[config.mk]
export PLATFORM = sky130hd
export DESIGN_NAME = hs_phy_clkqual
export DESIGN_NICKNAME = d
export VERILOG_FILES = /design/src/hs_phy_pkg.sv /design/src/sync2.sv /design/src/hs_phy_clkqual.sv
export VERILOG_INCLUDE_DIRS = /design/src
export SDC_FILE = /design/constraint.sdc
export NUM_CORES = 1
export LEC_CHECK = 0
export BUFFER_PORTS_ARGS = -buffer_cell sky130_fd_sc_hd__buf_2
export CORE_MARGIN = 4
export CORE_UTILIZATION = 41
export DETAILED_ROUTE_END_ITERATION = 16
export GPL_TIMING_DRIVEN = 0
export PLACE_DENSITY = 0.75
export SYNTH_ARGS = -nofsm -noshare
export SYNTH_HDL_FRONTEND = slang
export SYNTH_HIERARCHICAL = 1
export SYNTH_SLANG_ARGS = --single-unit
export TNS_END_PERCENT = 1
[constraint.sdc]
create_clock -name ref_clk -period 2.6 [get_ports ref_clk]
set_clock_uncertainty 0.15 [all_clocks]
set_input_delay 0 -clock ref_clk [delete_from_list [all_inputs] [get_ports ref_clk]]
set_output_delay 0 -clock ref_clk [all_outputs]
set_load 0.01 [all_outputs]
[src/hs_phy_params.svh]
// Constants for the transceiver clock-qualification and line-state block.
// Assumes a 100 MHz ref_clk; the oscillator arrives as an unrelated pin.
`ifndef HS_PHY_PARAMS_SVH
`define HS_PHY_PARAMS_SVH

// Clock rate and timing figures in their own units
`define REF_CLK_MHZ 100
`define USABLE_MAX_US 5600
`define NOMINAL_MAX_US 20000
`define OSC_NOM_PERIOD 5'h10
`define OSC_USABLE_MIN 5'h0F
`define OSC_USABLE_MAX 5'h11
`define USABLE_GOOD_PERIODS 8'h08
`define NOMINAL_GOOD_PERIODS 16'h0400

// Register byte offsets
`define REG_CTRL 8'h00
`define REG_STATUS 8'h04
`define REG_GOODCNT 8'h08

// Field positions
`define CTRL_SWSUSP 0
`define ST_LINE_LO 0
`define ST_USABLE 2
`define ST_NOMINAL 3
`define ST_USABLE_LATE 4
`define ST_NOMINAL_LATE 5

// Reset value and the htrans bit that marks an active transfer
`define CTRL_RESET 1'b0
`define HTRANS_NONSEQ_BIT 1

`endif

[src/hs_phy_pkg.sv]
// Types shared by the transceiver block.
// Constants live in hs_phy_params.svh.
package hs_phy_pkg;
    typedef struct packed {
        logic [7:0] addr;
        logic write;
        logic valid;
    } bus_req_s;

    typedef struct packed {
        logic nominalLate;
        logic usableLate;
        logic nominal;
        logic usable;
        logic [1:0] lineState;
    } phy_status_s;

    typedef enum logic [1:0] {SLEEP, QUALIFY, USABLE, NOMINAL} clk_state_e;
endpackage

[src/sync2.sv]
// Two-flop synchroniser for a vector of unrelated pins.
// Assumes each bit is an independent level; no bus coherence is promised.
module sync2 #(
    parameter int W = 1
) (
    input wire logic ref_clk,
    input wire logic resetn,
    input wire logic clkEn,
    input wire logic [W-1:0] din,
    output logic [W-1:0] dout
);
    logic [W-1:0] stage1;

    // First stage feeds only the second
    always_ff @(posedge ref_clk)
    begin
        if (!resetn)
        begin
            stage1 <= '0;
            dout <= '0;
        end
        else if (clkEn)
        begin
            stage1 <= din;
            dout <= stage1;
        end
    end
endmodule

[src/hs_phy_clkqual.sv]
// Transceiver-side clock qualification and raw line-state report.
// Assumes an AHB-Lite master on ref_clk, oscillator and line pins asynchronous.
//
// Overview of operation
// - Transceiver reports line state raw, with no filter or debounce.
// - After suspend, output clock stays silent until within 10% and duty; the code checks only the period (15 to 17 ref_clk cycles), not duty.
// - First usable output clock edge comes before 5.6ms after wake.
// - Output clock reaches 500 ppm accuracy by 20.0ms after wake.
//
// Added by the designer: the AHB-Lite interface to the registers and the register offsets.

// Macros must exist before the parameter defaults below use them
`include "hs_phy_params.svh"

module hs_phy_clkqual
    import hs_phy_pkg::*;
#(
    parameter logic [21:0] USABLE_LIMIT = 22'(`USABLE_MAX_US * `REF_CLK_MHZ),
    parameter logic [21:0] NOMINAL_LIMIT = 22'(`NOMINAL_MAX_US * `REF_CLK_MHZ),
    parameter logic [15:0] NOMINAL_PERIODS = `NOMINAL_GOOD_PERIODS
) (
    input wire logic ref_clk,
    input wire logic resetn,
    input wire logic clkEn,
    // AHB-Lite slave
    input wire logic hsel,
    input wire logic [31:0] haddr,
    input wire logic [1:0] htrans,
    input wire logic hwrite,
    input wire logic [2:0] hsize,
    input wire logic [31:0] hwdata,
    input wire logic hready,
    output logic hreadyout,
    output logic hresp,
    output logic [31:0] hrdata,
    // Pins
    input wire logic suspendN,
    input wire logic oscRaw,
    input wire logic [1:0] linePins,
    output logic [1:0] lineState,
    output logic clkOut,
    output logic clkUsable
);
    logic [1:0] lineSync;
    logic [1:0] wakeOscSync;
    logic oscPrev;
    logic oscRise;
    logic awake;
    logic swSuspend;
    bus_req_s req;
    phy_status_s status;
    logic usableLate;
    logic nominalLate;
    clk_state_e clkState;
    logic [21:0] wakeTimer;
    logic [4:0] periodCnt;
    logic [7:0] goodCnt;
    logic [15:0] nominalCnt;
    logic periodOk;
    logic periodExact;

    // Pins pass two flops before any logic reads them
    sync2 #(.W(2)) u_line_sync (
        .ref_clk(ref_clk),
        .resetn(resetn),
        .clkEn(clkEn),
        .din(linePins),
        .dout(lineSync)
    );
    sync2 #(.W(2)) u_wake_sync (
        .ref_clk(ref_clk),
        .resetn(resetn),
        .clkEn(clkEn),
        .din({suspendN, oscRaw}),
        .dout(wakeOscSync)
    );

    assign awake = wakeOscSync[1] && !swSuspend;
    assign oscRise = wakeOscSync[0] && !oscPrev;

    // Window check on a measured oscillator period
    function automatic logic in_window(input logic [4:0] p, input logic [4:0] lo,
                                       input logic [4:0] hi);
        in_window = (p >= lo) && (p <= hi);
    endfunction

    assign periodOk = in_window(periodCnt, `OSC_USABLE_MIN, `OSC_USABLE_MAX);
    assign periodExact = in_window(periodCnt, `OSC_NOM_PERIOD, `OSC_NOM_PERIOD);

    // Line state forwarded sample for sample; persistence is the link's job
    always_ff @(posedge ref_clk)
    begin
        if (!resetn)
            lineState <= 2'h0;
        else if (clkEn)
            lineState <= lineSync;
    end

    // Oscillator edge finder and period measurement
    always_ff @(posedge ref_clk)
    begin
        if (!resetn)
        begin
            oscPrev <= 1'b0;
            periodCnt <= 5'h00;
        end
        else if (clkEn)
        begin
            oscPrev <= wakeOscSync[0];
            if (oscRise || !awake)
                periodCnt <= 5'h01;
            else if (periodCnt != 5'h1F)
                periodCnt <= periodCnt + 5'h01; // Saturates on a stopped oscillator
        end
    end

    // Time since wake, saturating; measures both deadlines
    always_ff @(posedge ref_clk)
    begin
        if (!resetn)
            wakeTimer <= 22'h000000;
        else if (clkEn)
        begin
            if (!awake)
                wakeTimer <= 22'h000000;
            else if (wakeTimer != 22'h3FFFFF)
                wakeTimer <= wakeTimer + 22'h000001;
        end
    end

    // Qualification state: sleep, qualify, usable, nominal
    always_ff @(posedge ref_clk)
    begin
        if (!resetn)
        begin
            clkState <= SLEEP;
            goodCnt <= 8'h00;
            nominalCnt <= 16'h0000;
        end
        else if (clkEn)
        begin
            if (!awake)
            begin
                clkState <= SLEEP;
                goodCnt <= 8'h00;
                nominalCnt <= 16'h0000;
            end
            else
            begin
                unique case (clkState)
                    SLEEP:
                        clkState <= QUALIFY;
                    QUALIFY:
                        if (oscRise)
                        begin
                            // Any bad period restarts the count: edges stay hidden
                            if (!periodOk)
                                goodCnt <= 8'h00;
                            else if (goodCnt + 8'h01 >= `USABLE_GOOD_PERIODS)
                                clkState <= USABLE;
                            else
                                goodCnt <= goodCnt + 8'h01;
                        end
                    USABLE:
                        if (oscRise)
                        begin
                            if (!periodExact)
                                nominalCnt <= 16'h0000;
                            else if (nominalCnt + 16'h0001 >= NOMINAL_PERIODS)
                                clkState <= NOMINAL;
                            else
                                nominalCnt <= nominalCnt + 16'h0001;
                        end
                    NOMINAL:
                        clkState <= NOMINAL;
                endcase
            end
        end
    end

    assign clkUsable = (clkState == USABLE) || (clkState == NOMINAL);

    // Gated output clock; silent until qualified so no runt edge escapes
    always_ff @(posedge ref_clk)
    begin
        if (!resetn)
            clkOut <= 1'b0;
        else if (clkEn)
            clkOut <= clkUsable && wakeOscSync[0];
    end

    // Late flags: sticky, cleared by writing one, a new set wins
    logic clrUsableLate;
    logic clrNominalLate;
    logic usableLateEvt;
    logic nominalLateEvt;
    assign usableLateEvt = awake && !clkUsable && (wakeTimer >= USABLE_LIMIT);
    assign nominalLateEvt = awake && (clkState != NOMINAL)
        && (wakeTimer >= NOMINAL_LIMIT);

    always_ff @(posedge ref_clk)
    begin
        if (!resetn)
        begin
            usableLate <= 1'b0;
            nominalLate <= 1'b0;
        end
        else if (clkEn)
        begin
            if (usableLateEvt)
                usableLate <= 1'b1;
            else if (clrUsableLate)
                usableLate <= 1'b0;
            if (nominalLateEvt)
                nominalLate <= 1'b1;
            else if (clrNominalLate)
                nominalLate <= 1'b0;
        end
    end

    // Status word built in one process so no field has two drivers
    always_comb
    begin
        status.nominalLate = nominalLate;
        status.usableLate = usableLate;
        status.lineState = lineState;
        status.usable = clkUsable;
        status.nominal = (clkState == NOMINAL);
    end

    // AHB-Lite: zero wait states, always OKAY
    assign hreadyout = 1'b1;
    assign hresp = 1'b0;

    // Address phase capture
    always_ff @(posedge ref_clk)
    begin
        if (!resetn)
            req <= '0;
        else if (clkEn && hready)
        begin
            req.valid <= hsel && htrans[`HTRANS_NONSEQ_BIT];
            req.write <= hwrite;
            req.addr <= haddr[7:0];
        end
    end

    assign clrUsableLate = clkEn && req.valid && req.write
        && (req.addr == `REG_STATUS) && hwdata[`ST_USABLE_LATE];
    assign clrNominalLate = clkEn && req.valid && req.write
        && (req.addr == `REG_STATUS) && hwdata[`ST_NOMINAL_LATE];

    // Control register: software can hold the transceiver asleep
    always_ff @(posedge ref_clk)
    begin
        if (!resetn)
            swSuspend <= `CTRL_RESET;
        else if (clkEn && req.valid && req.write && (req.addr == `REG_CTRL))
            swSuspend <= hwdata[`CTRL_SWSUSP];
    end

    // Read data registered at the address phase, valid in the data phase
    always_ff @(posedge ref_clk)
    begin
        if (!resetn)
            hrdata <= 32'h00000000;
        else if (clkEn && hready)
        begin
            hrdata <= 32'h00000000;
            if (hsel && htrans[`HTRANS_NONSEQ_BIT] && !hwrite)
            begin
                unique case (haddr[7:0])
                    `REG_CTRL:
                        hrdata[`CTRL_SWSUSP] <= swSuspend;
                    `REG_STATUS:
                        hrdata[5:0] <= status;
                    `REG_GOODCNT:
                        hrdata[15:0] <= nominalCnt;
                    default:
                        hrdata <= 32'h00000000; // Unmapped reads zero
                endcase
            end
        end
    end

    // Checks
    a_line_raw: assert property (@(posedge ref_clk) disable iff (!resetn)
        clkEn |=> lineState == $past(lineSync))
        else $error("line state not passed through unfiltered");
    a_clk_silent: assert property (@(posedge ref_clk) disable iff (!resetn)
        (clkEn && !clkUsable) |=> !clkOut)
        else $error("output clock toggled before qualification");
    a_usable_good: assert property (@(posedge ref_clk) disable iff (!resetn)
        $rose(clkUsable) |-> $past(goodCnt) + 8'h01 >= `USABLE_GOOD_PERIODS
        && $past(periodOk))
        else $error("clock qualified without enough good periods");
    a_usable_late: assert property (@(posedge ref_clk) disable iff (!resetn)
        (clkEn && usableLateEvt) |=> status.usableLate)
        else $error("late usable clock not flagged");
    a_nominal_late: assert property (@(posedge ref_clk) disable iff (!resetn)
        (clkEn && nominalLateEvt) |=> status.nominalLate)
        else $error("late nominal clock not flagged");
    a_sleep_gate: assert property (@(posedge ref_clk) disable iff (!resetn)
        (clkEn && !awake) |=> (clkState == SLEEP) ##1 !clkOut)
        else $error("clock still running while asleep");

    c_usable: cover property (@(posedge ref_clk) disable iff (!resetn) $rose(clkUsable));
    c_nominal: cover property (@(posedge ref_clk) disable iff (!resetn)
        $rose(clkState == NOMINAL));
    c_late: cover property (@(posedge ref_clk) disable iff (!resetn) $rose(status.usableLate));
endmodule

==> run_summary.xml, run 1 <==
<?xml version="1.0" encoding="UTF-8"?>
<metrics>
  <group name="run_status">
    <metric name="run_status" unit="">complete, no violations</metric>
  </group>
  <group name="timing">
    <metric name="whs" unit="ns">0.0110</metric>
    <metric name="report.final.setup_viol" unit="">0</metric>
    <metric name="setup_tns" unit="ns">0</metric>
    <metric name="maxSlewViolCount" unit="">0</metric>
    <metric name="postLayoutSetupSlackWorst" unit="ns">0.0665</metric>
    <metric name="post_route_minimum_period" unit="ns">2.53</metric>
    <metric name="timing.slew.headroom" unit="">0.551</metric>
    <metric name="max_clock_freq" unit="GHz">0.395</metric>
    <metric name="rsz0062_at_grt" unit="">true</metric>
    <metric name="layout_worst_path_cycle_share" unit="">0.974</metric>
    <metric name="tightest_slew" unit="ns">0.673</metric>
    <metric name="hold_viol" unit="">0</metric>
  </group>
  <group name="global_routing">
    <metric name="gr-usage-met3" unit="">0.0462</metric>
    <metric name="grtUsageMet2" unit="">0.292</metric>
    <metric name="overall_fraction_of_global_route_tracks_in_use" unit="">0.176</metric>
    <metric name="grt_pass1_vias" unit="">4018</metric>
    <metric name="antenna_found_initial" unit="">0</metric>
    <metric name="grt_first_pass_wirelength" unit="um">18500</metric>
    <metric name="grt_overflow_total" unit="">0</metric>
    <metric name="met1_usage" unit="">0.219</metric>
    <metric name="grt_max_degree" unit="">15</metric>
    <metric name="gr-max-usage-layer" unit="">met2</metric>
  </group>
  <group name="place">
    <metric name="hpwlAfterDp" unit="um">7730</metric>
    <metric name="total_placed_instance_area" unit="sq um">5030</metric>
    <metric name="global_placer_s_final_weighted_congestion" unit="">0.848</metric>
    <metric name="io_buffer_count" unit="">40</metric>
    <metric name="dpl_worst_slack" unit="ns">-0.171</metric>
  </group>
  <group name="min_path">
    <metric name="holdCritPathClass" unit="">input pin to flip-flop</metric>
  </group>
  <group name="logic_synthesis">
    <metric name="synth-edff-count" unit="">0</metric>
    <metric name="portion_of_synthesized_cell_area_occupied_by_the_leading_cell_type" unit="">0.409</metric>
    <metric name="synth-main-ff-cell" unit="">sky130_fd_sc_hd__dfxtp_1</metric>
    <metric name="yosysUniqueCellTypes" unit="">56</metric>
    <metric name="syn-cell-area" unit="sq um">4600</metric>
    <metric name="seq_area_frac_synth" unit="">0.409</metric>
    <metric name="ys_async_sr_fraction" unit="">0</metric>
    <metric name="synthesis.instances" unit="">531</metric>
    <metric name="post_synth.cell_area_avg" unit="sq um">8.66</metric>
    <metric name="yosys_warnings" unit="">6</metric>
    <metric name="ys_ff_latch" unit="">94</metric>
    <metric name="ys_top_cells_by_area" unit="">sky130_fd_sc_hd__dfxtp_1 41%, sky130_fd_sc_hd__nand2_1 4.7%, sky130_fd_sc_hd__nor2b_1 3.8%</metric>
    <metric name="synth_largest_area_cell" unit="">sky130_fd_sc_hd__dfxtp_1</metric>
  </group>
  <group name="setup_path">
    <metric name="setup.worst_path.class" unit="">flip-flop to flip-flop</metric>
    <metric name="timing.critical_path.to_type" unit="">flip-flop</metric>
    <metric name="start_kind" unit="">flip-flop</metric>
    <metric name="critical_path_peak_fanout" unit="">10</metric>
    <metric name="arrival_time_at_the_worst_endpoint" unit="ns">2.65</metric>
    <metric name="critical_path_required" unit="ns">2.72</metric>
  </group>
  <group name="layout">
    <metric name="drive_above_1_share" unit="">0.159</metric>
    <metric name="final_common_cell" unit="">sky130_fd_sc_hd__dfxtp_1</metric>
    <metric name="insertedDiodeCount" unit="">0</metric>
    <metric name="layout_common_cells" unit="">89 x sky130_fd_sc_hd__dfxtp_1, 57 x sky130_fd_sc_hd__nand2_1, 43 x sky130_fd_sc_hd__buf_2, 36 x sky130_fd_sc_hd__nor2_1, 29 x sky130_fd_sc_hd__dlygate4sd3_1</metric>
    <metric name="synthToLayoutAreaGrowth" unit="%">21.7</metric>
    <metric name="area_of_all_placed_cells_without_fillers" unit="sq um">5600</metric>
    <metric name="nFillCells" unit="">1000</metric>
    <metric name="design.final.nets" unit="">715</metric>
  </group>
  <group name="drt">
    <metric name="first_iter_violations" unit="">178</metric>
    <metric name="wire_per_inst" unit="um">14.3</metric>
    <metric name="vias" unit="">4094</metric>
    <metric name="drc_errors" unit="">0</metric>
    <metric name="totalWireLength" unit="um">11000</metric>
    <metric name="final_antenna_net_count" unit="">0</metric>
    <metric name="routed_via_density" unit="">5.32</metric>
    <metric name="detail_route.first_pass.iterations" unit="">5</metric>
  </group>
  <group name="clocking">
    <metric name="cts.htree.levels" unit="">3</metric>
    <metric name="insertion_delay" unit="ns">0.37</metric>
    <metric name="root_buffer" unit="">sky130_fd_sc_hd__clkbuf_8</metric>
    <metric name="cts.sinks" unit="">94</metric>
    <metric name="clock_tree_from_tritoncts" unit="">yes</metric>
    <metric name="clk_pin_slew_worst_paths" unit="ns">0.09</metric>
    <metric name="cts-buffers-inserted" unit="">9</metric>
    <metric name="postCtsSetupBuffers" unit="">0</metric>
    <metric name="cts-root-to-sink-buffers" unit="">2</metric>
  </group>
  <group name="floorplanning">
    <metric name="die-height" unit="um">114</metric>
    <metric name="initial_utilization" unit="">0.422</metric>
    <metric name="floorplan.die_area" unit="sq um">13000</metric>
    <metric name="row_count" unit="">38</metric>
    <metric name="ios" unit="">117</metric>
    <metric name="core-area" unit="sq um">10900</metric>
    <metric name="die-width" unit="um">114</metric>
  </group>
  <group name="pwr">
    <metric name="p_total" unit="W">0.00268</metric>
    <metric name="power.leakage" unit="nW">2.25</metric>
    <metric name="pwr_density_cell" unit="nW/um^2">479</metric>
    <metric name="peakVddDrop" unit="mV">0.426</metric>
  </group>
  <group name="run">
    <metric name="cap_viol_max_count" unit="">0</metric>
  </group>
</metrics>
## timing repair
item / in CTS / in global routing
gates cloned: 0 / 0
endpoints found under the setup margin: 17 / 36
endpoints found under the hold margin: 30 / 0
resized for setup: 5 / 10
pin swaps: 2 / 0
hold buffers: 29 / 0
## power breakdown
group,leakage [nW],internal [W],switching [W]
Sequential,0.762,0.00145,0.0000111
Clock,0.104,0.000517,0.000495
Combinational,1.38,0.000101,0.000105
Total,2.25,0.00207,0.000611
## stage by stage
stage / std cells / utilization
floorplan: 547 / -
global placement: 727 / 0.462
detailed placement: 727 / 0.462
CTS: 771 / 0.510
global route: 770 / 0.514
finish: 770 / 0.514
## worst max-delay path, cell delays in order (launching register included)
cell and delay, ns:
sky130_fd_sc_hd__dfxtp_2 0.38, sky130_fd_sc_hd__ha_2 0.23, sky130_fd_sc_hd__nand4_4 0.17, sky130_fd_sc_hd__nor4_2 0.31, sky130_fd_sc_hd__a21oi_1 0.11, sky130_fd_sc_hd__a311o_1 0.36, sky130_fd_sc_hd__o311a_4 0.38, sky130_fd_sc_hd__buf_6 0.15
sky130_fd_sc_hd__a21o_1 0.17
## Yosys cell counts (3+ instances only)
master,n
sky130_fd_sc_hd__dfxtp_1,94
sky130_fd_sc_hd__nand2_1,57
sky130_fd_sc_hd__nor2_1,36
sky130_fd_sc_hd__nand3_1,28
sky130_fd_sc_hd__nor2b_1,28
sky130_fd_sc_hd__buf_4,18
sky130_fd_sc_hd__clkbuf_1,18
sky130_fd_sc_hd__inv_1,18
sky130_fd_sc_hd__a22oi_1,17
sky130_fd_sc_hd__and2_1,17
sky130_fd_sc_hd__a21oi_1,16
sky130_fd_sc_hd__a21boi_0,15
sky130_fd_sc_hd__mux2i_1,15
sky130_fd_sc_hd__nand4_1,11
sky130_fd_sc_hd__o21ai_0,11
sky130_fd_sc_hd__xor2_1,11
sky130_fd_sc_hd__ha_1,10
sky130_fd_sc_hd__a21o_1,7
sky130_fd_sc_hd__nor3_1,7
sky130_fd_sc_hd__o41ai_1,7
sky130_fd_sc_hd__nor4_1,6
sky130_fd_sc_hd__xnor2_1,6
sky130_fd_sc_hd__a211o_1,5
sky130_fd_sc_hd__a31oi_1,5
sky130_fd_sc_hd__and3_1,5
sky130_fd_sc_hd__nand2b_1,5
sky130_fd_sc_hd__or3_1,5
sky130_fd_sc_hd__o31ai_1,4
sky130_fd_sc_hd__or2_2,4
sky130_fd_sc_hd__a21boi_1,3
sky130_fd_sc_hd__and4_1,3
sky130_fd_sc_hd__buf_2,3
sky130_fd_sc_hd__buf_6,3
sky130_fd_sc_hd__nor4b_1,3
sky130_fd_sc_hd__or4_1,3
## cell type report
| class | instances | area (sq um) | area share |
|---|---|---|---|
| Clock buffer | 12 | 165 | 0.0295 |
| Sequential cell | 94 | 1890 | 0.337 |
| Timing Repair Buffer | 69 | 490 | 0.0877 |
| Buffer | 41 | 249 | 0.0445 |
| Multi-Input combinational cell | 393 | 2520 | 0.450 |
| Clock inverter | 3 | 42.5 | 0.00760 |
| Inverter | 18 | 67.6 | 0.0121 |
| Tap cell | 140 | 175 | 0.0313 |
## kinds of logic after synthesis
group,Yosys count,share of synthesized area
simple gates,227,0.260
compound gates,106,0.168
flops,94,0.409
buf+inv,60,0.0694
xor+xnor,17,0.0324
mux,15,0.0326
fa+ha+maj,10,0.0272
other cells,2,0.00163
## path summary, 6_finish.rpt
check	start	to	slack (ns)	depth (start not counted)
max	nominalCnt[0]	nominalCnt[5]	0.07	8
max reg2reg	nominalCnt[0]	nominalCnt[5]	0.07	8
min reg2reg	req[5]	req[5]	0.33	2
min	clkEn	nominalCnt[1]	0.01	4
## state kept, by name (all words and copies together), names as in the netlist
| register | flops |
|---|---|
| clkOut | 1 |
| u_wake_sync/dout | 2 |
| clkState | 2 |
| nominalLate | 1 |
| hrdata | 16 |
| usableLate | 1 |
| u_wake_sync/stage1 | 2 |
| u_line_sync/stage1 | 2 |
| lineState | 2 |
| req | 10 |
| swSuspend | 1 |
| u_line_sync/dout | 2 |
| wakeTimer | 22 |
| periodCnt | 5 |
| oscPrev | 1 |
| nominalCnt | 16 |
| goodCnt | 8 |
## per-layer routing
metal | part of all wire | vias up
met2 | 0.48 | 93
met4 | 0.021 | 0
met3 | 0.044 | 21
met5 | 0 | -
met1 | 0.45 | 1947
li1 | - | 2033
(Power assumes the default switching activity.)
==> inputs of run 2 (changes only) <==
PLACE_DENSITY = 0.72   (was 0.75)
==> run 2 against run 1 <==
Effect of this change:
- flip-flop and latch count did not move
- sequential power barely moved
- hold slack improved by 0.027 ns
- clock power fell by 14%
- cell area fell by 0.60%
- global-route usage fell by 0.49 points
- first-iteration DRC count rose by 14%
- largest cell class unchanged
- critical endpoint unchanged
- highest routed layer unchanged
- worst setup slack improved by 0.030 ns
- critical path depth did not move
- die area did not move
- utilization fell by 0.31 points
==> run_summary.xml, run 2 (same netlist as run 1, synthesis figures left out) <==
<?xml version="1.0" encoding="UTF-8"?>
<metrics>
  <group name="run_status">
    <metric name="run_status" unit="">complete, no violations</metric>
  </group>
  <group name="pwr">
    <metric name="peakVddDrop" unit="mV">0.429</metric>
    <metric name="combPwrFrac" unit="">0.081</metric>
    <metric name="power.leakage" unit="nW">2.25</metric>
    <metric name="pwr_density_cell" unit="nW/um^2">457</metric>
    <metric name="power.net_switching" unit="W">0.000613</metric>
    <metric name="p_sw_frac" unit="">0.241</metric>
    <metric name="p_seq_frac" unit="">0.576</metric>
    <metric name="internal_power" unit="W">0.00193</metric>
    <metric name="power_frac_clock" unit="">0.343</metric>
  </group>
  <group name="floorplanning">
    <metric name="row_count" unit="">38</metric>
    <metric name="initial_utilization" unit="">0.422</metric>
    <metric name="ios" unit="">117</metric>
    <metric name="die-height" unit="um">114</metric>
    <metric name="core-area" unit="sq um">10900</metric>
    <metric name="die-width" unit="um">114</metric>
    <metric name="floorplan.die_area" unit="sq um">13000</metric>
  </group>
  <group name="setup_path">
    <metric name="start_kind" unit="">flip-flop</metric>
    <metric name="timing.critical_path.to_type" unit="">flip-flop</metric>
    <metric name="ff2ff_path_depth" unit="">8</metric>
    <metric name="setup.worst_path.class" unit="">flip-flop to flip-flop</metric>
    <metric name="critical_path.n_buffers_inverters" unit="">1</metric>
    <metric name="crit-reg2reg-launch" unit="">nominalCnt[0]</metric>
    <metric name="critical_path_peak_fanout" unit="">10</metric>
    <metric name="reg2reg_to" unit="">nominalCnt[5]</metric>
    <metric name="timing.critical_path.cells" unit="">ha_2 &gt; nand4_2 &gt; nor4_4 &gt; nand4b_1 &gt; a311o_1 &gt; o311a_4 &gt; buf_6 &gt; a21o_1</metric>
    <metric name="cpPeakStageDelay" unit="ns">0.39</metric>
    <metric name="reg2reg_slack" unit="ns">0.1</metric>
    <metric name="arrival_time_at_the_worst_endpoint" unit="ns">2.60</metric>
    <metric name="critical_path_required" unit="ns">2.70</metric>
    <metric name="critical-path-slowest-cell" unit="">sky130_fd_sc_hd__dfxtp_2</metric>
    <metric name="cp_top_family" unit="">compound AO/OA/AOI/OAI gates</metric>
  </group>
  <group name="clocking">
    <metric name="insertion_delay" unit="ns">0.36</metric>
    <metric name="clk_pin_slew_worst_paths" unit="ns">0.09</metric>
    <metric name="cts-root-to-sink-buffers" unit="">2</metric>
    <metric name="root_buffer" unit="">sky130_fd_sc_hd__clkbuf_8</metric>
    <metric name="cts-buffers-inserted" unit="">9</metric>
    <metric name="postCtsSetupBuffers" unit="">0</metric>
    <metric name="clock_tree_from_tritoncts" unit="">yes</metric>
    <metric name="cts.htree.levels" unit="">3</metric>
    <metric name="cts.sinks" unit="">94</metric>
  </group>
  <group name="global_routing">
    <metric name="overall_fraction_of_global_route_tracks_in_use" unit="">0.171</metric>
    <metric name="gr-usage-met3" unit="">0.0398</metric>
    <metric name="grt_first_pass_wirelength" unit="um">18200</metric>
    <metric name="antenna_found_initial" unit="">0</metric>
    <metric name="gr-max-usage-layer" unit="">met2</metric>
    <metric name="grtUsageMet2" unit="">0.296</metric>
    <metric name="grt_max_degree" unit="">16</metric>
    <metric name="grt_overflow_total" unit="">0</metric>
    <metric name="grt_pass1_vias" unit="">4037</metric>
    <metric name="met1_usage" unit="">0.207</metric>
  </group>
  <group name="layout">
    <metric name="area_of_all_placed_cells_without_fillers" unit="sq um">5560</metric>
    <metric name="design.final.nets" unit="">716</metric>
    <metric name="final-instance-count-excl-fill" unit="">772</metric>
    <metric name="insertedDiodeCount" unit="">0</metric>
    <metric name="reg.largest.list" unit="">wakeTimer: 22 flops, hrdata: 16 flops, nominalCnt: 16 flops</metric>
    <metric name="largest_reg_flops" unit="">22</metric>
    <metric name="register_name_with_the_most_flops" unit="">wakeTimer</metric>
    <metric name="synthToLayoutAreaGrowth" unit="%">20.9</metric>
    <metric name="nFillCells" unit="">1021</metric>
    <metric name="layout_common_cells" unit="">91 x sky130_fd_sc_hd__dfxtp_1, 57 x sky130_fd_sc_hd__nand2_1, 43 x sky130_fd_sc_hd__buf_2, 36 x sky130_fd_sc_hd__nor2_1, 29 x sky130_fd_sc_hd__dlygate4sd3_1</metric>
    <metric name="drive_above_1_share" unit="">0.160</metric>
    <metric name="final_common_cell" unit="">sky130_fd_sc_hd__dfxtp_1</metric>
  </group>
  <group name="drt">
    <metric name="detail_route.first_pass.iterations" unit="">4</metric>
    <metric name="final_antenna_net_count" unit="">0</metric>
    <metric name="vias" unit="">4086</metric>
    <metric name="totalWireLength" unit="um">11000</metric>
    <metric name="routed_via_density" unit="">5.29</metric>
    <metric name="first_iter_violations" unit="">203</metric>
    <metric name="wire_per_inst" unit="um">14.2</metric>
    <metric name="drc_errors" unit="">0</metric>
  </group>
  <group name="timing">
    <metric name="max_clock_freq" unit="GHz">0.399</metric>
    <metric name="post_route_minimum_period" unit="ns">2.50</metric>
    <metric name="rsz0062_at_grt" unit="">true</metric>
    <metric name="layout_worst_path_cycle_share" unit="">0.963</metric>
    <metric name="tightest_slew" unit="ns">0.662</metric>
    <metric name="maxSlewViolCount" unit="">0</metric>
    <metric name="timing.slew.headroom" unit="">0.558</metric>
    <metric name="hold_viol" unit="">0</metric>
    <metric name="report.final.setup_viol" unit="">0</metric>
  </group>
  <group name="run">
    <metric name="cap_viol_max_count" unit="">0</metric>
  </group>
  <group name="min_path">
    <metric name="holdCritPathClass" unit="">input pin to flip-flop</metric>
    <metric name="hold_depth" unit="">3</metric>
    <metric name="worst_hold_startpoint" unit="">clkEn</metric>
    <metric name="hold_path_end" unit="">usableLate</metric>
  </group>
  <group name="place">
    <metric name="total_placed_instance_area" unit="sq um">5030</metric>
    <metric name="placed_cells_incl_taps" unit="">727</metric>
    <metric name="global_placer_s_final_weighted_congestion" unit="">0.851</metric>
    <metric name="hpwlAfterDp" unit="um">7780</metric>
    <metric name="io_buffer_count" unit="">40</metric>
  </group>
</metrics>
[run 2: changes by cell type in the layout (fill, tap and decap cells not counted), moves of 2 or more]
| cell | delta |
|---|---|
| sky130_fd_sc_hd__clkinv_4 | +2 |
| sky130_fd_sc_hd__o41ai_1 | -3 |
| sky130_fd_sc_hd__o41ai_2 | +3 |
| sky130_fd_sc_hd__dfxtp_2 | -2 |
| sky130_fd_sc_hd__dfxtp_1 | +2 |
| sky130_fd_sc_hd__clkbuf_8 | -2 |
[run 2: power groups by stage]
stage | clock network (W) | registers [W] | logic (W)
floorplan | 0 | 0.00150 | 0.000116
detailed placement | 0 | 0.00150 | 0.000164
CTS | 0.000896 | 0.00146 | 0.000201
global route | 0.000948 | 0.00147 | 0.000224
global placement | 0 | 0.00150 | 0.000162
finish | 0.000872 | 0.00146 | 0.000206
[run 2: layout make-up]
| cell class | instances | area [sq um] | area share |
|---|---|---|---|
| clock buffer | 11 | 141 | 0.0254 |
| multi-input combinational | 393 | 2510 | 0.452 |
| buffer | 42 | 254 | 0.0457 |
| inverter | 18 | 67.6 | 0.0121 |
| clock inverter | 5 | 35.0 | 0.00630 |
| tap | 140 | 175 | 0.0315 |
| sequential | 94 | 1890 | 0.339 |
| timing repair buffer | 69 | 490 | 0.0882 |
[run 2: metal layers]
metal / vias to the layer above / share of wire
li1: 2036 / -
met1: 1934 / 0.44
met2: 100 / 0.49
met3: 16 / 0.044
met4: 0 / 0.017
met5: - / 0
[run 2: worst max path at each step]
stage          slack [ns]  depth (start not counted)            end          start
5_1_grt              -0.1                          9    clkState[0]   periodCnt[1]
3_3_place_gp        -0.11                          8  nominalCnt[8]  nominalCnt[0]
6_report              0.1                          8  nominalCnt[5]  nominalCnt[0]
2_1_floorplan        0.13                          8  nominalCnt[4]  nominalCnt[0]
4_1_cts              0.02                          8  nominalCnt[5]  nominalCnt[1]
3_5_place_dp        -0.16                          8  nominalCnt[5]  nominalCnt[0]
[run 2: worst min-delay path: cells and delay by family]
family	cells	cell delay [ns]
compound gates	1	0.11
buf+inv	2	0.38
[run 2: repair_timing]
item | in CTS | in global routing
pin swaps | 1 | 1
hold endpoints to repair | 29 | 0
hold buffers | 29 | 0
setup endpoints to repair | 17 | 32
resized for setup | 2 | 13
[run 2: metrics by stage]
step	hold WS, ns	setup slack (ns)	power (W)	utilization	TNS, ns
final	0.0377	0.0966	0.00254	0.511	0
after detailed placement	0.118	-0.156	0.00166	0.462	-2.02
after floorplan	-0.0218	0.127	0.00161	-	0
after global placement	0.113	-0.106	0.00166	0.462	-1.27
after global routing	0.0522	-0.0957	0.00264	0.511	-0.347
after CTS	0.0197	0.0198	0.00256	0.506	0
==> inputs of run 3 (changes only) <==
BUFFER_PORTS_ARGS = -buffer_cell sky130_fd_sc_hd__buf_4   (was -buffer_cell sky130_fd_sc_hd__buf_2)
PLACE_DENSITY = 0.67   (was 0.72)
SLEW_MARGIN = 10   (was not set)
==> run 3 against run 2 <==
Effect of this change:
- wire length decreased by 0.25%
- critical path type unchanged
- sequential power about the same
- via count decreased by 1.7%
- die area unchanged
==> run_summary.xml, run 3 (same netlist as run 1, synthesis figures left out) <==
<?xml version="1.0" encoding="UTF-8"?>
<metrics>
  <group name="run_status">
    <metric name="run_status" unit="">complete, no violations</metric>
  </group>
  <group name="clocking">
    <metric name="clock_tree_from_tritoncts" unit="">yes</metric>
    <metric name="root_buffer" unit="">sky130_fd_sc_hd__clkbuf_8</metric>
    <metric name="insertion_delay" unit="ns">0.37</metric>
    <metric name="clk_pin_slew_worst_paths" unit="ns">0.09</metric>
    <metric name="cts-buffers-inserted" unit="">9</metric>
    <metric name="cts.sinks" unit="">94</metric>
    <metric name="cts.htree.levels" unit="">3</metric>
    <metric name="cts-root-to-sink-buffers" unit="">2</metric>
    <metric name="postCtsSetupBuffers" unit="">0</metric>
  </group>
  <group name="global_routing">
    <metric name="grt_pass1_vias" unit="">3887</metric>
    <metric name="gr-usage-met3" unit="">0.0477</metric>
    <metric name="met1_usage" unit="">0.214</metric>
    <metric name="grt_overflow_total" unit="">0</metric>
    <metric name="overall_fraction_of_global_route_tracks_in_use" unit="">0.173</metric>
    <metric name="grtUsageMet2" unit="">0.293</metric>
    <metric name="grt_first_pass_wirelength" unit="um">18300</metric>
    <metric name="grt_max_degree" unit="">16</metric>
    <metric name="antenna_found_initial" unit="">0</metric>
    <metric name="gr-max-usage-layer" unit="">met2</metric>
  </group>
  <group name="layout">
    <metric name="layout_common_cells" unit="">90 x sky130_fd_sc_hd__dfxtp_1, 58 x sky130_fd_sc_hd__buf_4, 57 x sky130_fd_sc_hd__nand2_1, 36 x sky130_fd_sc_hd__nor2_1, 29 x sky130_fd_sc_hd__dlygate4sd3_1</metric>
    <metric name="area_of_all_placed_cells_without_fillers" unit="sq um">5660</metric>
    <metric name="insertedDiodeCount" unit="">0</metric>
    <metric name="nFillCells" unit="">1019</metric>
    <metric name="largest_reg_flops" unit="">22</metric>
    <metric name="synthToLayoutAreaGrowth" unit="%">23.0</metric>
    <metric name="final_common_cell" unit="">sky130_fd_sc_hd__dfxtp_1</metric>
    <metric name="finalCoreUtilization" unit="">0.519</metric>
    <metric name="register_name_with_the_most_flops" unit="">wakeTimer</metric>
    <metric name="drive_above_1_share" unit="">0.157</metric>
    <metric name="design.final.nets" unit="">716</metric>
    <metric name="reg.largest.list" unit="">wakeTimer: 22 flops, hrdata: 16 flops, nominalCnt: 16 flops</metric>
  </group>
  <group name="pwr">
    <metric name="peakVddDrop" unit="mV">0.382</metric>
    <metric name="power.leakage" unit="nW">2.26</metric>
    <metric name="p_total" unit="W">0.00262</metric>
    <metric name="pwr_density_cell" unit="nW/um^2">464</metric>
  </group>
  <group name="setup_path">
    <metric name="timing.critical_path.cells" unit="">ha_1 &gt; nand4_2 &gt; nor4_1 &gt; a21oi_1 &gt; a311o_1 &gt; o311a_4 &gt; buf_6 &gt; a21o_1</metric>
    <metric name="arrival_time_at_the_worst_endpoint" unit="ns">2.65</metric>
    <metric name="cpPeakStageDelay" unit="ns">0.39</metric>
    <metric name="start_kind" unit="">flip-flop</metric>
    <metric name="reg2reg_to" unit="">nominalCnt[5]</metric>
    <metric name="critical-path-slowest-cell" unit="">sky130_fd_sc_hd__dfxtp_2</metric>
    <metric name="critical_path_peak_fanout" unit="">10</metric>
    <metric name="critical_path_required" unit="ns">2.72</metric>
    <metric name="ff2ff_path_depth" unit="">8</metric>
    <metric name="setup.worst_path.class" unit="">flip-flop to flip-flop</metric>
    <metric name="crit-reg2reg-launch" unit="">nominalCnt[0]</metric>
    <metric name="reg2reg_slack" unit="ns">0.06</metric>
    <metric name="timing.critical_path.to_type" unit="">flip-flop</metric>
  </group>
  <group name="floorplanning">
    <metric name="ios" unit="">117</metric>
    <metric name="floorplan.die_area" unit="sq um">13000</metric>
    <metric name="die-width" unit="um">114</metric>
    <metric name="core-area" unit="sq um">10900</metric>
    <metric name="row_count" unit="">38</metric>
    <metric name="die-height" unit="um">114</metric>
    <metric name="initial_utilization" unit="">0.422</metric>
  </group>
  <group name="min_path">
    <metric name="hold_depth" unit="">4</metric>
    <metric name="hold_path_end" unit="">periodCnt[3]</metric>
    <metric name="holdCritPathClass" unit="">input pin to flip-flop</metric>
    <metric name="worst_hold_startpoint" unit="">clkEn</metric>
  </group>
  <group name="timing">
    <metric name="rsz0062_at_grt" unit="">true</metric>
    <metric name="post_route_minimum_period" unit="ns">2.54</metric>
    <metric name="timing.slew.headroom" unit="">0.529</metric>
    <metric name="hold_viol" unit="">0</metric>
    <metric name="report.final.setup_viol" unit="">0</metric>
    <metric name="layout_worst_path_cycle_share" unit="">0.976</metric>
    <metric name="max_clock_freq" unit="GHz">0.394</metric>
    <metric name="tightest_slew" unit="ns">0.705</metric>
    <metric name="maxSlewViolCount" unit="">0</metric>
  </group>
  <group name="place">
    <metric name="total_placed_instance_area" unit="sq um">5130</metric>
    <metric name="hpwlAfterDp" unit="um">7680</metric>
    <metric name="io_buffer_count" unit="">40</metric>
    <metric name="global_placer_s_final_weighted_congestion" unit="">0.888</metric>
  </group>
  <group name="drt">
    <metric name="routed_via_density" unit="">5.20</metric>
    <metric name="wire_per_inst" unit="um">14.2</metric>
    <metric name="totalWireLength" unit="um">11000</metric>
    <metric name="drc_errors" unit="">0</metric>
    <metric name="first_iter_violations" unit="">274</metric>
    <metric name="final_antenna_net_count" unit="">0</metric>
    <metric name="detail_route.first_pass.iterations" unit="">5</metric>
    <metric name="vias" unit="">4016</metric>
  </group>
  <group name="run">
    <metric name="cap_viol_max_count" unit="">0</metric>
  </group>
</metrics>
-- run 3: changes by cell type in the layout (fill, tap and decap cells not counted), moves of 2 or more --
| cell | before | now |
|---|---|---|
| sky130_fd_sc_hd__clkbuf_8 | 10 | 12 |
| sky130_fd_sc_hd__buf_4 | 18 | 58 |
| sky130_fd_sc_hd__o41ai_2 | 3 | 0 |
| sky130_fd_sc_hd__buf_2 | 43 | 3 |
| sky130_fd_sc_hd__o41ai_1 | 4 | 7 |
-- run 3: where the power goes --
part	switching (W)	internal, W	total [W]
Clock	0.000514	0.000428	0.000942
Sequential	0.0000109	0.00145	0.00146
Combinational	0.000105	0.000110	0.000216
-- run 3: critical path: cells and delay by family, from the launching register on --
family | cells | cell delay [ns]
adder cells (fa/ha/maj) | 1 | 0.21
AND/OR/NAND/NOR | 2 | 0.54
buffers and inverters | 1 | 0.15
AO/OA/AOI/OAI | 4 | 0.99
flip-flops | 1 | 0.39
-- run 3: final cells by class --
cell class | count | area, sq um | share of cell area
plain buffers | 42 | 254 | 0.0449
well taps | 140 | 175 | 0.0310
flip-flops and latches | 94 | 1890 | 0.334
clock buffers | 12 | 165 | 0.0292
inverters | 18 | 67.6 | 0.0119
multi-input cells | 393 | 2490 | 0.440
repair buffers | 69 | 591 | 0.104
clock inverters | 4 | 30.0 | 0.00531
-- run 3: worst max path at each step --
stage / startpoint / depth (start not counted) / slack [ns] / to
6_report: nominalCnt[0] / 8 / 0.06 / nominalCnt[5]
5_1_grt: nominalCnt[0] / 8 / -0.08 / nominalCnt[5]
4_1_cts: u_wake_sync/dout[1] / 7 / 0.07 / nominalCnt[3]
3_5_place_dp: nominalCnt[0] / 8 / -0.13 / nominalCnt[1]
3_3_place_gp: nominalCnt[0] / 8 / -0.12 / nominalCnt[6]
2_1_floorplan: nominalCnt[0] / 8 / 0.13 / nominalCnt[4]
-- run 3: layer usage --
metal,wire length [um],up-vias,part of all wire
li1,-,2030,-
met1,4990,1890,0.46
met2,5300,81,0.48
met3,503,15,0.046
met4,161,0,0.015
met5,0,-,0
-- run 3: per-stage QoR --
step / setup TNS (ns) / hold slack, ns / setup WS, ns / instances
4_1_cts: 0 / 0.00397 / 0.0696 / 772
3_3_place_gp: -1.45 / 0.108 / -0.117 / 727
2_1_floorplan: 0 / -0.0218 / 0.127 / 547
5_1_grt: -0.906 / 0.0437 / -0.0834 / 772
3_5_place_dp: -1.71 / 0.124 / -0.133 / 727
6_report: 0 / 0.0230 / 0.0625 / 772
-- run 3: what timing repair did --
| item | in CTS | in global routing |
|---|---|---|
| hold endpoints to repair | 32 | 0 |
| endpoints found under the setup margin | 15 | 37 |
| pin swaps | 1 | 1 |
| resized for setup | 4 | 8 |
| hold buffers | 29 | 0 |
